### src/rtl/mac_regs.vh
`ifndef MAC_REGS_VH
`define MAC_REGS_VH

// ********************************************************
// register offsets (6-bit serial address)
// ********************************************************
`define MAC_ADDR_DIAG_EN1    6'h0b
`define MAC_ADDR_PWM_SETUP   6'h20
`define MAC_ADDR_DIAG_SEL    6'h21
`define MAC_ADDR_PEAK_AB     6'h23
`define MAC_ADDR_ALPHA_CTRL  6'h24
`define MAC_ADDR_PEAK_CD     6'h28
`define MAC_ADDR_BETA_CTRL   6'h29
`define MAC_ADDR_DC_BRIDGE   6'h2c

// ********************************************************
// field positions
// ********************************************************
`define MAC_DIAG_EN_BIT      7
`define MAC_DIAG_SEL_MSB     4
`define MAC_SCALE_MSB        4
`define MAC_RES_LSB          5
`define MAC_LAMP_BIT         11
`define MAC_OUT_EN_BIT       10
`define MAC_DIR_BIT          8
`define MAC_STEPS_MSB        7
`define MAC_SRC_SEL_BIT      2
`define MAC_CTL_FIRST_BIT    1
`define MAC_CTL_SECOND_BIT   0

// ********************************************************
// reset values
// ********************************************************
`define MAC_RST_WORD         16'h0000

// ********************************************************
// diagnostic selections
// ********************************************************
`define MAC_DIAG_NORMAL      5'h00
`define MAC_DIAG_ENABLE      5'h03
`define MAC_DIAG_DIR         5'h04
`define MAC_DIAG_STEP_MON    5'h05
`define MAC_DIAG_PWM_MON     5'h06
`define MAC_DIAG_BUSY        5'h07

// ********************************************************
// serial frame: 3 command bits, 6 address bits, 16 data bits
// ********************************************************
`define MAC_FRAME_LAST       5'd24
`define MAC_HEAD_LAST        5'd8
`define MAC_CMD_WRITE        3'h0
`define MAC_CMD_READ         3'h1
`define MAC_PWM_UNIT         3'd3

`endif

### src/rtl/mac_serial.v
`timescale 1ns/1ps
`include "mac_regs.vh"

module mac_serial (
  input  wire        clock,
  input  wire        reset_n,
  input  wire        logic_rst,
  input  wire        chip_select,
  input  wire        serial_clock,
  input  wire        serial_in,
  output wire        serial_out,
  output reg  [5:0]  rd_addr_r,
  input  wire [15:0] rd_data,
  output reg         wr_strobe_r,
  output reg  [5:0]  wr_addr_r,
  output reg  [15:0] wr_data_r
);

  reg        sck_m_r;
  reg        sck_s_r;
  reg        sck_d_r;
  reg        cs_m_r;
  reg        cs_s_r;
  reg        sin_m_r;
  reg        sin_s_r;
  reg [4:0]  cnt_r;
  reg [23:0] shift_r;
  reg [15:0] out_r;
  reg        load_r;
  wire [24:0] frame_nxt;
  wire       sck_rise;
  wire       sck_fall;

  // ********************************************************
  // pin synchronisers
  // ********************************************************
  always @(posedge clock or negedge reset_n) begin
    if (!reset_n) begin
      sck_m_r <= 1'b0;
      sck_s_r <= 1'b0;
      sck_d_r <= 1'b0;
      cs_m_r  <= 1'b0;
      cs_s_r  <= 1'b0;
      sin_m_r <= 1'b0;
      sin_s_r <= 1'b0;
    end else begin
      sck_m_r <= serial_clock;
      sck_s_r <= sck_m_r;
      sck_d_r <= sck_s_r;
      cs_m_r  <= chip_select;
      cs_s_r  <= cs_m_r;
      sin_m_r <= serial_in;
      sin_s_r <= sin_m_r;
    end
  end

  assign sck_rise  = sck_s_r & ~sck_d_r;
  assign sck_fall  = ~sck_s_r & sck_d_r;
  assign frame_nxt = {shift_r, sin_s_r};
  assign serial_out = out_r[15];

  // ********************************************************
  // frame shifter, write strobe and read load
  // ********************************************************
  always @(posedge clock or negedge reset_n) begin
    if (!reset_n) begin
      cnt_r       <= 5'd0;
      shift_r     <= 24'h000000;
      out_r       <= 16'h0000;
      load_r      <= 1'b0;
      rd_addr_r   <= 6'h00;
      wr_strobe_r <= 1'b0;
      wr_addr_r   <= 6'h00;
      wr_data_r   <= 16'h0000;
    end else begin
      wr_strobe_r <= 1'b0;
      load_r      <= 1'b0;
      if (load_r)
        out_r <= rd_data;                     // read word fetched one cycle after address
      if (logic_rst || !cs_s_r) begin
        cnt_r <= 5'd0;
      end else if (sck_rise) begin
        shift_r <= frame_nxt[23:0];
        cnt_r   <= cnt_r + 5'd1;
        if (cnt_r == `MAC_HEAD_LAST && frame_nxt[8:6] == `MAC_CMD_READ) begin
          rd_addr_r <= frame_nxt[5:0];
          load_r    <= 1'b1;
        end
        // write only once all 25 bits are in
        if (cnt_r == `MAC_FRAME_LAST && frame_nxt[24:22] == `MAC_CMD_WRITE) begin
          wr_strobe_r <= 1'b1;
          wr_addr_r   <= frame_nxt[21:16];
          wr_data_r   <= frame_nxt[15:0];
        end
      end else if (sck_fall && cnt_r > `MAC_HEAD_LAST + 5'd1) begin
        out_r <= {out_r[14:0], 1'b0};
      end
    end
  end

endmodule

### src/rtl/mac_top.v
`timescale 1ns/1ps
`include "mac_regs.vh"

module mac_top (
  input  wire        clock,
  input  wire        reset_n,
  input  wire        reset_pin_n,
  input  wire        undervoltage_lockout,
  input  wire        thermal_shutdown,
  input  wire        chip_select,
  input  wire        serial_clock,
  input  wire        serial_in,
  output wire        serial_out,
  input  wire        focus_zoom_sync,
  output wire        focus_zoom_sync_s,
  input  wire        bridge_ctl_first,
  input  wire        bridge_ctl_second,
  input  wire        alpha_rotating,
  input  wire        beta_rotating,
  input  wire        alpha_step_tick,
  input  wire        beta_step_tick,
  input  wire        normal_pulse_first,
  input  wire        normal_pulse_second,
  output reg         pulse_pin_first,
  output reg         pulse_pin_second,
  output reg  [3:0]  peak_pwm,
  output wire        alpha_output_enable,
  output wire        beta_output_enable,
  output wire        alpha_direction,
  output wire        beta_direction,
  output reg         bridge_out_first,
  output reg         bridge_out_first_oe,
  output reg         bridge_out_second,
  output reg         bridge_out_second_oe,
  output wire        lamp_a_out,
  output wire        lamp_a_oe,
  output wire        lamp_b_out,
  output wire        lamp_b_oe
);

  reg  [2:0]  rstp_r;
  reg  [2:0]  undervoltage_lockout_r;
  reg  [1:0]  tsd_r;
  reg  [1:0]  fz_r;
  reg  [1:0]  in1_r;
  reg  [1:0]  in2_r;
  reg         diag_enable_first_r;
  reg         diag_enable_second_r;
  reg  [4:0]  diag_select_r;
  reg  [4:0]  period_scale_r;
  reg  [1:0]  period_resolution_r;
  reg  [15:0] peak_ab_r;
  reg  [15:0] peak_cd_r;
  reg  [15:0] alpha_ctrl_lamp_b_r;
  reg  [15:0] beta_ctrl_lamp_a_r;
  reg  [2:0]  dc_bridge_control_r;
  reg  [10:0] pwm_cnt_r;
  reg         alpha_mon_r;
  reg         beta_mon_r;
  reg  [15:0] rd_data;
  reg         sel_first;
  reg         sel_second;
  reg         out_first_nxt;
  reg         out_second_nxt;
  reg         oe_first_nxt;
  reg         oe_second_nxt;
  wire [5:0]  rd_addr;
  wire        wr_strobe;
  wire [5:0]  wr_addr;
  wire [15:0] wr_data;
  wire        logic_rst;
  wire        outputs_off;
  wire [10:0] period;
  wire        pwm_clock;

  // ********************************************************
  // on-time at peak, clipped to the whole period
  // ********************************************************
  function [10:0] peak_on_time;
    input [7:0]  width;
    input [1:0]  res;
    input [10:0] per;
    reg   [10:0] raw;
    begin
      raw = {3'b000, width} << res;
      peak_on_time = (raw > per) ? per : raw;
    end
  endfunction

  // ********************************************************
  // pin synchronisers and protection
  // ********************************************************
  always @(posedge clock or negedge reset_n) begin
    if (!reset_n) begin
      rstp_r <= 3'b000;
      undervoltage_lockout_r <= 3'b111;
      tsd_r  <= 2'b00;
      fz_r   <= 2'b00;
      in1_r  <= 2'b00;
      in2_r  <= 2'b00;
    end else begin
      rstp_r <= {rstp_r[1:0], reset_pin_n};
      undervoltage_lockout_r <= {undervoltage_lockout_r[1:0], undervoltage_lockout};
      tsd_r  <= {tsd_r[0], thermal_shutdown};
      fz_r   <= {fz_r[0], focus_zoom_sync};
      in1_r  <= {in1_r[0], bridge_ctl_first};
      in2_r  <= {in2_r[0], bridge_ctl_second};
    end
  end

  // logic reset is caught one cycle before outputs follow it off
  assign logic_rst   = ~rstp_r[1] | undervoltage_lockout_r[1];
  assign outputs_off = ~rstp_r[2] | undervoltage_lockout_r[2] | tsd_r[1];
  assign focus_zoom_sync_s = fz_r[1];

  // ********************************************************
  // serial register port
  // ********************************************************
  mac_serial u_serial (
    .clock        (clock),
    .reset_n      (reset_n),
    .logic_rst    (logic_rst),
    .chip_select  (chip_select),
    .serial_clock (serial_clock),
    .serial_in    (serial_in),
    .serial_out   (serial_out),
    .rd_addr_r    (rd_addr),
    .rd_data      (rd_data),
    .wr_strobe_r  (wr_strobe),
    .wr_addr_r    (wr_addr),
    .wr_data_r    (wr_data)
  );

  // ********************************************************
  // register file
  // ********************************************************
  always @(posedge clock or negedge reset_n) begin
    if (!reset_n) begin
      diag_enable_first_r  <= 1'b0;
      diag_enable_second_r <= 1'b0;
      diag_select_r        <= 5'h00;
      period_scale_r       <= 5'h00;
      period_resolution_r  <= 2'b00;
      peak_ab_r            <= `MAC_RST_WORD;
      peak_cd_r            <= `MAC_RST_WORD;
      alpha_ctrl_lamp_b_r  <= `MAC_RST_WORD;
      beta_ctrl_lamp_a_r   <= `MAC_RST_WORD;
      dc_bridge_control_r  <= 3'b000;
    end else if (logic_rst) begin
      diag_enable_first_r  <= 1'b0;
      diag_enable_second_r <= 1'b0;
      diag_select_r        <= 5'h00;
      period_scale_r       <= 5'h00;
      period_resolution_r  <= 2'b00;
      peak_ab_r            <= `MAC_RST_WORD;
      peak_cd_r            <= `MAC_RST_WORD;
      alpha_ctrl_lamp_b_r  <= `MAC_RST_WORD;
      beta_ctrl_lamp_a_r   <= `MAC_RST_WORD;
      dc_bridge_control_r  <= 3'b000;
    end else if (wr_strobe) begin
      case (wr_addr)
        `MAC_ADDR_DIAG_EN1:   diag_enable_first_r <= wr_data[`MAC_DIAG_EN_BIT];
        `MAC_ADDR_DIAG_SEL: begin
          diag_enable_second_r <= wr_data[`MAC_DIAG_EN_BIT];
          diag_select_r        <= wr_data[`MAC_DIAG_SEL_MSB:0];
        end
        `MAC_ADDR_PWM_SETUP: begin
          period_scale_r      <= wr_data[`MAC_SCALE_MSB:0];
          period_resolution_r <= wr_data[`MAC_RES_LSB+1:`MAC_RES_LSB];
        end
        `MAC_ADDR_PEAK_AB:    peak_ab_r <= wr_data;
        `MAC_ADDR_PEAK_CD:    peak_cd_r <= wr_data;
        `MAC_ADDR_ALPHA_CTRL: alpha_ctrl_lamp_b_r <= wr_data;
        `MAC_ADDR_BETA_CTRL:  beta_ctrl_lamp_a_r <= wr_data;
        `MAC_ADDR_DC_BRIDGE:  dc_bridge_control_r <= wr_data[2:0];
        default: ;
      endcase
    end
  end

  // read mux; unmapped addresses read zero
  always @* begin
    rd_data = 16'h0000;
    case (rd_addr)
      `MAC_ADDR_DIAG_EN1:   rd_data[`MAC_DIAG_EN_BIT] = diag_enable_first_r;
      `MAC_ADDR_DIAG_SEL:   rd_data = {8'h00, diag_enable_second_r, 2'b00, diag_select_r};
      `MAC_ADDR_PWM_SETUP:  rd_data = {9'h000, period_resolution_r, period_scale_r};
      `MAC_ADDR_PEAK_AB:    rd_data = peak_ab_r;
      `MAC_ADDR_PEAK_CD:    rd_data = peak_cd_r;
      `MAC_ADDR_ALPHA_CTRL: rd_data = alpha_ctrl_lamp_b_r;
      `MAC_ADDR_BETA_CTRL:  rd_data = beta_ctrl_lamp_a_r;
      `MAC_ADDR_DC_BRIDGE:  rd_data = {13'h0000, dc_bridge_control_r};
      default:              rd_data = 16'h0000;
    endcase
  end

  // ********************************************************
  // pwm period counter and peak-duty outputs
  // ********************************************************
  assign period = {6'h00, period_scale_r} << (`MAC_PWM_UNIT + period_resolution_r);
  assign pwm_clock = (pwm_cnt_r < {1'b0, period[10:1]});

  always @(posedge clock or negedge reset_n) begin
    if (!reset_n) begin
      pwm_cnt_r <= 11'd0;
      peak_pwm  <= 4'h0;
    end else begin
      if (period == 11'd0 || pwm_cnt_r >= period - 11'd1)
        pwm_cnt_r <= 11'd0;
      else
        pwm_cnt_r <= pwm_cnt_r + 11'd1;
      // zero width gives zero on-time, so the coil stays dark
      peak_pwm[3] <= pwm_cnt_r < peak_on_time(peak_ab_r[15:8], period_resolution_r, period);
      peak_pwm[2] <= pwm_cnt_r < peak_on_time(peak_ab_r[7:0], period_resolution_r, period);
      peak_pwm[1] <= pwm_cnt_r < peak_on_time(peak_cd_r[15:8], period_resolution_r, period);
      peak_pwm[0] <= pwm_cnt_r < peak_on_time(peak_cd_r[7:0], period_resolution_r, period);
    end
  end

  // ********************************************************
  // motor enables, forced off by protection, and direction
  // ********************************************************
  assign alpha_output_enable = alpha_ctrl_lamp_b_r[`MAC_OUT_EN_BIT] & ~outputs_off;
  assign beta_output_enable  = beta_ctrl_lamp_a_r[`MAC_OUT_EN_BIT] & ~outputs_off;
  assign alpha_direction     = alpha_ctrl_lamp_b_r[`MAC_DIR_BIT];
  assign beta_direction      = beta_ctrl_lamp_a_r[`MAC_DIR_BIT];

  // ********************************************************
  // diagnostic pulse pins
  // ********************************************************
  always @(posedge clock or negedge reset_n) begin
    if (!reset_n) begin
      alpha_mon_r <= 1'b0;
      beta_mon_r  <= 1'b0;
    end else begin
      if (!alpha_rotating)
        alpha_mon_r <= 1'b0;
      else if (alpha_step_tick)
        alpha_mon_r <= ~alpha_mon_r;
      if (!beta_rotating)
        beta_mon_r <= 1'b0;
      else if (beta_step_tick)
        beta_mon_r <= ~beta_mon_r;
    end
  end

  always @* begin
    sel_first  = normal_pulse_first;
    sel_second = normal_pulse_second;
    if (diag_enable_first_r && diag_enable_second_r) begin
      case (diag_select_r)
        `MAC_DIAG_ENABLE: begin
          sel_first  = alpha_ctrl_lamp_b_r[`MAC_OUT_EN_BIT];
          sel_second = beta_ctrl_lamp_a_r[`MAC_OUT_EN_BIT];
        end
        `MAC_DIAG_DIR: begin
          sel_first  = alpha_direction;
          sel_second = beta_direction;
        end
        `MAC_DIAG_STEP_MON: begin
          sel_first  = alpha_mon_r;
          sel_second = beta_mon_r;
        end
        `MAC_DIAG_PWM_MON: begin
          sel_first  = pwm_clock;
          sel_second = 1'b0;
        end
        `MAC_DIAG_BUSY: begin
          sel_first  = alpha_rotating;
          sel_second = beta_rotating;
        end
        default: ;
      endcase
    end
  end

  always @(posedge clock or negedge reset_n) begin
    if (!reset_n) begin
      pulse_pin_first  <= 1'b0;
      pulse_pin_second <= 1'b0;
    end else begin
      pulse_pin_first  <= sel_first;
      pulse_pin_second <= sel_second;
    end
  end

  // ********************************************************
  // dc bridge decode
  // ********************************************************
  always @* begin
    out_first_nxt  = 1'b0;
    out_second_nxt = 1'b0;
    oe_first_nxt   = 1'b1;
    oe_second_nxt  = 1'b1;
    case (dc_bridge_control_r[`MAC_SRC_SEL_BIT] ?
          dc_bridge_control_r[1:0] : {in1_r[1], in2_r[1]})
      2'b00: begin
        oe_first_nxt  = 1'b0;
        oe_second_nxt = 1'b0;
      end
      2'b01:   out_second_nxt = 1'b1;
      2'b10:   out_first_nxt  = 1'b1;
      default: ;
    endcase
    if (outputs_off) begin
      oe_first_nxt  = 1'b0;
      oe_second_nxt = 1'b0;
    end
  end

  always @(posedge clock or negedge reset_n) begin
    if (!reset_n) begin
      bridge_out_first     <= 1'b0;
      bridge_out_first_oe  <= 1'b0;
      bridge_out_second    <= 1'b0;
      bridge_out_second_oe <= 1'b0;
    end else begin
      bridge_out_first     <= out_first_nxt;
      bridge_out_first_oe  <= oe_first_nxt;
      bridge_out_second    <= out_second_nxt;
      bridge_out_second_oe <= oe_second_nxt;
    end
  end

  // ********************************************************
  // open-drain lamps: enable pulls the pin low
  // ********************************************************
  assign lamp_a_out = 1'b0;
  assign lamp_b_out = 1'b0;
  assign lamp_a_oe  = beta_ctrl_lamp_a_r[`MAC_LAMP_BIT];
  assign lamp_b_oe  = alpha_ctrl_lamp_b_r[`MAC_LAMP_BIT];

endmodule

### config.mk
export PLATFORM = sky130hd
export DESIGN_NAME = mac_top
export DESIGN_NICKNAME = d
export VERILOG_FILES = /design/src/rtl/mac_serial.v /design/src/rtl/mac_top.v
export VERILOG_INCLUDE_DIRS = /design/src /design/src/rtl
export SDC_FILE = /design/constraint.sdc
export NUM_CORES = 1
export LEC_CHECK = 0
export BUFFER_PORTS_ARGS = -buffer_cell sky130_fd_sc_hd__buf_4
export CAP_MARGIN = 0
export CORE_ASPECT_RATIO = 2
export CORE_MARGIN = 2
export CORE_UTILIZATION = 25
export CTS_CLUSTER_SIZE = 24
export DETAILED_ROUTE_END_ITERATION = 12
export PLACE_DENSITY = 0.47
export SYNTH_ARGS = -nofsm -noshare
export SYNTH_HDL_FRONTEND = slang
export SYNTH_SLANG_ARGS = --single-unit
### constraint.sdc
create_clock -name clock -period 5.1 [get_ports clock]
set_clock_uncertainty 0.1 [all_clocks]
set_input_delay 0.255 -clock clock [delete_from_list [all_inputs] [get_ports clock]]
set_output_delay 0.255 -clock clock [all_outputs]
set_load 0.01 [all_outputs]
# Word level (Yosys, flattened, before mapping)

Cells that the tools add are included.

$add $sub $neg: 4
$mul: 0
Div/mod/pow operators: 0
Magnitude comparators: 11
Eq/ne operators: 28
Shift-type cells: 5
Mux-type cells: 63
Bitwise gates (word level): 15
Reductions and logical operators: 31

Operators with widths:

| cell                  | number |
|---|---|
| $mux 16               | 16 |
| $eq 6x6->1 const B    | 14 |
| $mux 11               | 5 |
| $pmux 7 s7            | 1 |
| $gt 11x11->1          | 4 |
| $lt 11x11->1          | 4 |
| $shl 8x2->11          | 4 |
| $mux 5                | 8 |
| $pmux 8 s4            | 1 |
| $mux 1                | 22 |
| $eq 5x3->1 const B    | 4 |
| $reduce_bool 2->1     | 10 |
| $reduce_and 2->1      | 9 |
| $eq 6x4->1 const B    | 2 |
| $add 11x1->11 const B | 1 |
| $ge 11x11->1          | 1 |
| $logic_not 11->1      | 1 |
| $lt 11x10->1          | 1 |
| $shl 5x3->11          | 1 |
| $sub 11x1->11 const B | 1 |
| $pmux 1 s5            | 2 |
| $mux 3                | 3 |
| $mux 2                | 4 |
| $not 1->1             | 8 |
| 19 further kinds      | 30 |

Bits in registers: 199
Latch bits: 0
Memory bits (writable): 0
ROM bits: 0
Bits of input ports: 17
Output and inout port bits: 20
Memories kept: 0

# Longest topological paths before layout

Depth in word-level cells: 6
Mapped depth: 23
Depth with buffers taken out: 21

# Cells and area by module

Synthesis repeated with hierarchy kept, for this count alone.

Cell total of the unflattened synthesis: 1209
Area, all modules: 12650.9 um^2

By module, submodules not included:

| module     | instances | cells an instance | area an instance (um^2) | sequential area each (um^2) |
|---|---|---|---|---|
| mac_top    | 1         | 1000              | 9247.6                  | 2931.6 |
| mac_serial | 1         | 209               | 3403.3                  | 2052.0 |

# Worst setup path before layout

OpenSTA, ideal clock, no wires.

Kind: register to register
Start: reg period_resolution_r[1]
End: reg peak_pwm[0]
Setup time: 0.077 ns
Data arrival time: 5.017 ns
Setup slack: -0.094 ns
Stages on the path, launching flop included: 22
Buffers on the path: 3
Period minus slack after synthesis: 5.194 ns
Cells stage by stage: dfrtp_1 -> inv_1 -> clkbuf_1 -> ha_1 -> clkbuf_1 -> clkbuf_1 -> mux2i_1 -> nand2_1 -> o21ai_1 -> inv_1 -> ha_1 -> a21oi_1 -> o21ai_0 -> or3b_2 -> and3_1 -> nor2_2 -> mux2i_1 -> ha_1 -> and3_1 -> a221o_1 -> a211o_1 -> a21oi_1

Word-level cells in the longest chain between the ends: 5
Elaborated cells on any way between the ends: 6
Those cells by class: 1 x add/sub; 2 x order compare; 2 x shift; 1 x mux

RTL lines:

| what                   | line          | RTL |
|---|---|---|
| from (decl)            | mac_top.v:51  | `reg [1:0] period_resolution_r;` |
| from (signal assigned) | mac_top.v:169 | `` period_resolution_r <= wr_data[`MAC_RES_LSB+1:`MAC_RES_LSB]; `` |
| $add 2x2->3 (no line)  | -             |  |
| $shl 5x3->11           | mac_top.v:200 | `` assign period = {6'h00, period_scale_r} << (`MAC_PWM_UNIT + period_resolution_r); `` |
| $gt 11x11->1           | mac_top.v:86  | `peak_on_time = (raw > per) ? per : raw;` |
| $mux 11 (*)            | mac_top.v:86  |  |
| $lt 11x11->1 (*)       | mac_top.v:216 | `peak_pwm[0] <= pwm_cnt_r < peak_on_time(peak_cd_r[7:0], period_resolution_r, period);` |
| to (signal assigned)   | mac_top.v:216 |  |
| to (decl)              | mac_top.v:26  | `output reg [3:0] peak_pwm,` |

Mark *: on every way between the ends. The rest lies on a longest branch, timed or not.
A chain may end at the register's enable or synchronous reset.

# Final worst setup path

Start: reg period_resolution_r[0]
End: reg peak_pwm[1]

Word-level cells in the longest chain between the ends: 5
Elaborated cells on any way between the ends: 6
Those cells by class: 1 x add/sub; 2 x order compare; 2 x shift; 1 x mux

RTL lines:

| what                  | line          | RTL |
|---|---|---|
| $add 2x2->3 (no line) | -             |  |
| $shl 5x3->11          | mac_top.v:200 |  |
| $gt 11x11->1          | mac_top.v:86  |  |
| $mux 11 (*)           | mac_top.v:86  |  |
| $lt 11x11->1 (*)      | mac_top.v:215 | `peak_pwm[1] <= pwm_cnt_r < peak_on_time(peak_cd_r[15:8], period_resolution_r, period);` |
| to (signal assigned)  | mac_top.v:215 |  |

Marks and branches as above.

==> metrics.txt <==
Mean Syn Cell Area=10.2 um2; most common cell after layout, fill and taps aside=dfrtp_1; Most used DFF post-synth=dfrtp_1; height of the die=321 um; setup tns final=0 ns; DR WL/cell=20.4 um; Clock Root Buffer=clkbuf_16; Register Area=0.00498 mm2; endpoints failing hold=0; # placed instances=1,894; Req. time, crit path=5.39 ns; Reg clk slew, reported paths=0.08 ns; post-CTS setup buffers=0; cell class contributing the biggest share of worst-path delay=compound AO/OA/AOI/OAI gates; maximum clock path buffer count=2; most frequent cells in the layout=dfrtp_1 (195), mux2i_1 (144), nor2_1 (135); Final Net Count=1,408; worst path cell trace=inv_1 > ha_2 > buf_4 > nand3b_1 > o21ai_0 > nor2b_1 > inv_1 > buf_4 > ha_1 > nand4_1 > nor2_1 > a211o_1 > o21a_2 > mux2i_1 > ha_1 > and3_1 > a221o_1 > a211o_1 > a21oi_1; port bufs=34; Setup CP Type=register to register; initial core utilization=25.2%; fin crit period=4.78 ns; first-pass GRT wire length=60,600 um; largest fanout on the critical path=13; total congestion overflow=0; status=finished clean; number of DRC markers in iteration 0=486; Post-synth EDFFs=0; DR pass1 iterations=5; detail-routed via count per cell=4.91; Placed Area=0.0137 mm2; Core Rows=116; GRT Util Overall=15.6%; largest net degree at the start of global routing=102; HP Class=register to register; Clock Latency Late Sink=0.46 ns; P&R area growth vs syn=15.0%; # fillers=5,211; fraction of layout cells with a size suffix above 1=15.4%; CP max stage cell=ha_2; CP endpoint kind=register; GP Congestion=0.951; setup slack after layout=0.316 ns; cell area after layout=0.0144 mm2; register area share after synthesis=39.7%; Die X=162 um; synth warn=0; Unique masters post-synth=71; PD cells=217 mW/mm2; TritonCTS clock tree=yes; Max Freq=209 MHz; multi-input logic area=0.00717 mm2; Slew headroom=24.4%; Total Wirelength=39,600 um; #FFs+latches synth=199; Cell Area, Synth=0.0126 mm2; RSZ-0062 raised after global routing=false; core area=0.0498 mm2; die area=0.0521 mm2; diode count=0; vias in the first global route=10,000; Top Ports=37; Max Slew Vio Count=0; HPWL Detailed=31,400 um; async set-reset flop share out of synthesis=100%; Non-Filler Instances=1,942; setup violators final=0; Worst path max stage delay=0.46 ns; clk sinks=199; Mapped Cells=1,234; pre-CTS setup slack=0.107 ns; LEAKAGE=0.00663 uW; critical path launch point=period_resolution_r[0]$_DFFE_PN0P_; post-route clock period utilization=93.8%; Hold Crit Start=u_serial.cs_m_r$_DFF_PN0_; reg2reg setup slack=0.32 ns; CP Launch Type=register; max_cap viols=0; CTS Buf Count=17; CTS H-tree depth=4; Critical R2R Launch=period_resolution_r[0]$_DFFE_PN0P_; CP arrival=5.08 ns; Antenna Nets Post-Route=0; residual DRC count=0; initial antenna violation count=0; Max VDD drop=0.000242 V; via count=9,542; slew of the pin with the lowest slew margin=1.13 ns; total chip power=3140 uW; Buf/Inv on CP=4
final timing paths:
path	endpoint	cells after the start
min in group asynchronous	in2_r[0]$_DFF_PN0_	2
max reg2reg	peak_pwm[1]$_DFF_PN0_	19
max	peak_pwm[1]$_DFF_PN0_	19
min reg2reg	u_serial.cs_s_r$_DFF_PN0_	0
min	u_serial.cs_s_r$_DFF_PN0_	0
max in group asynchronous	u_serial.wr_data_r[11]$_DFFE_PN0P_	3
timing repair:
item | 4_1_cts | 5_1_grt
setup endpoints to repair | 0 | 4
hold endpoints to repair | 113 | 0
gates resized for setup | 0 | 2
hold buffers | 16 | 0
Yosys cell counts, drive strengths merged, types with 18 or more instances:
| library cell | n | area [um2] |
|---|---|---|
| a21oi | 73 | 365 |
| nand2 | 69 | 259 |
| nor2 | 147 | 582 |
| mux2i | 144 | 1440 |
| dfrtp | 196 | 4900 |
| nor2b | 25 | 156 |
| mux2 | 57 | 642 |
| inv | 32 | 120 |
| clkbuf | 42 | 159 |
| ha | 111 | 1390 |
| o21ai | 52 | 264 |
| nand3 | 26 | 130 |
| buf | 23 | 148 |
| a211oi | 18 | 135 |
| nand4 | 18 | 113 |
logic make-up (layout without fill, tap and decap cells):
| family | after synthesis | in the layout | share of synthesized area [%] |
|---|---|---|---|
| xor+xnor | 23 | 23 | 1.60 |
| fa+ha+maj | 111 | 111 | 11.1 |
| buf+inv | 97 | 155 | 3.40 |
| compound gates | 242 | 242 | 12.6 |
| mux | 206 | 206 | 17.5 |
| flops | 199 | 199 | 39.7 |
| other cells | 1 | 2 | 0.0299 |
| simple gates | 355 | 355 | 14.1 |
final cells by class:
cell class,count,area share [%]
Clock buffer,23,3.24
Clock inverter,9,0.979
Inverter,32,0.832
Multi-Input combinational cell,939,49.7
Sequential cell,199,34.5
Tap cell,649,5.62
Timing Repair Buffer,91,5.14
registers in the layout, indices dropped and copies added (netlist names), 6 cells and up:
register             flops
u_serial.shift_r        24
u_serial.rd_addr_r       6
peak_ab_r               16
peak_cd_r               16
beta_ctrl_lamp_a_r      16
u_serial.out_r          16
alpha_ctrl_lamp_b_r     16
u_serial.wr_data_r      16
pwm_cnt_r               11
u_serial.wr_addr_r       6
stage by stage:
step | utilization (%) | hold slack, ns
final | 29.0 | 0.248
after global routing | 29.0 | 0.263
after CTS | 29.0 | 0.250
after detailed placement | 27.5 | 0.236
after global placement | 27.5 | 0.232
after floorplan | - | -0.141
metal layers:
layer / vias up / routed length, um / global-route usage, %
met5: - / 0 / 0
met4: 0 / 3920 / 14.1
met3: 122 / 807 / 2.04
met2: 173 / 22200 / 30.5
met1: 4687 / 12600 / 13.2
li1: 4560 / - / -
power breakdown:
group	internal [uW]	switching, uW	leakage [uW]
combinational	32.6	55.8	0.00363
sequential	1600	11.6	0.00272
clock	805	637	0.000293
total	2430	705	0.00663
(Power assumes the default switching activity.)
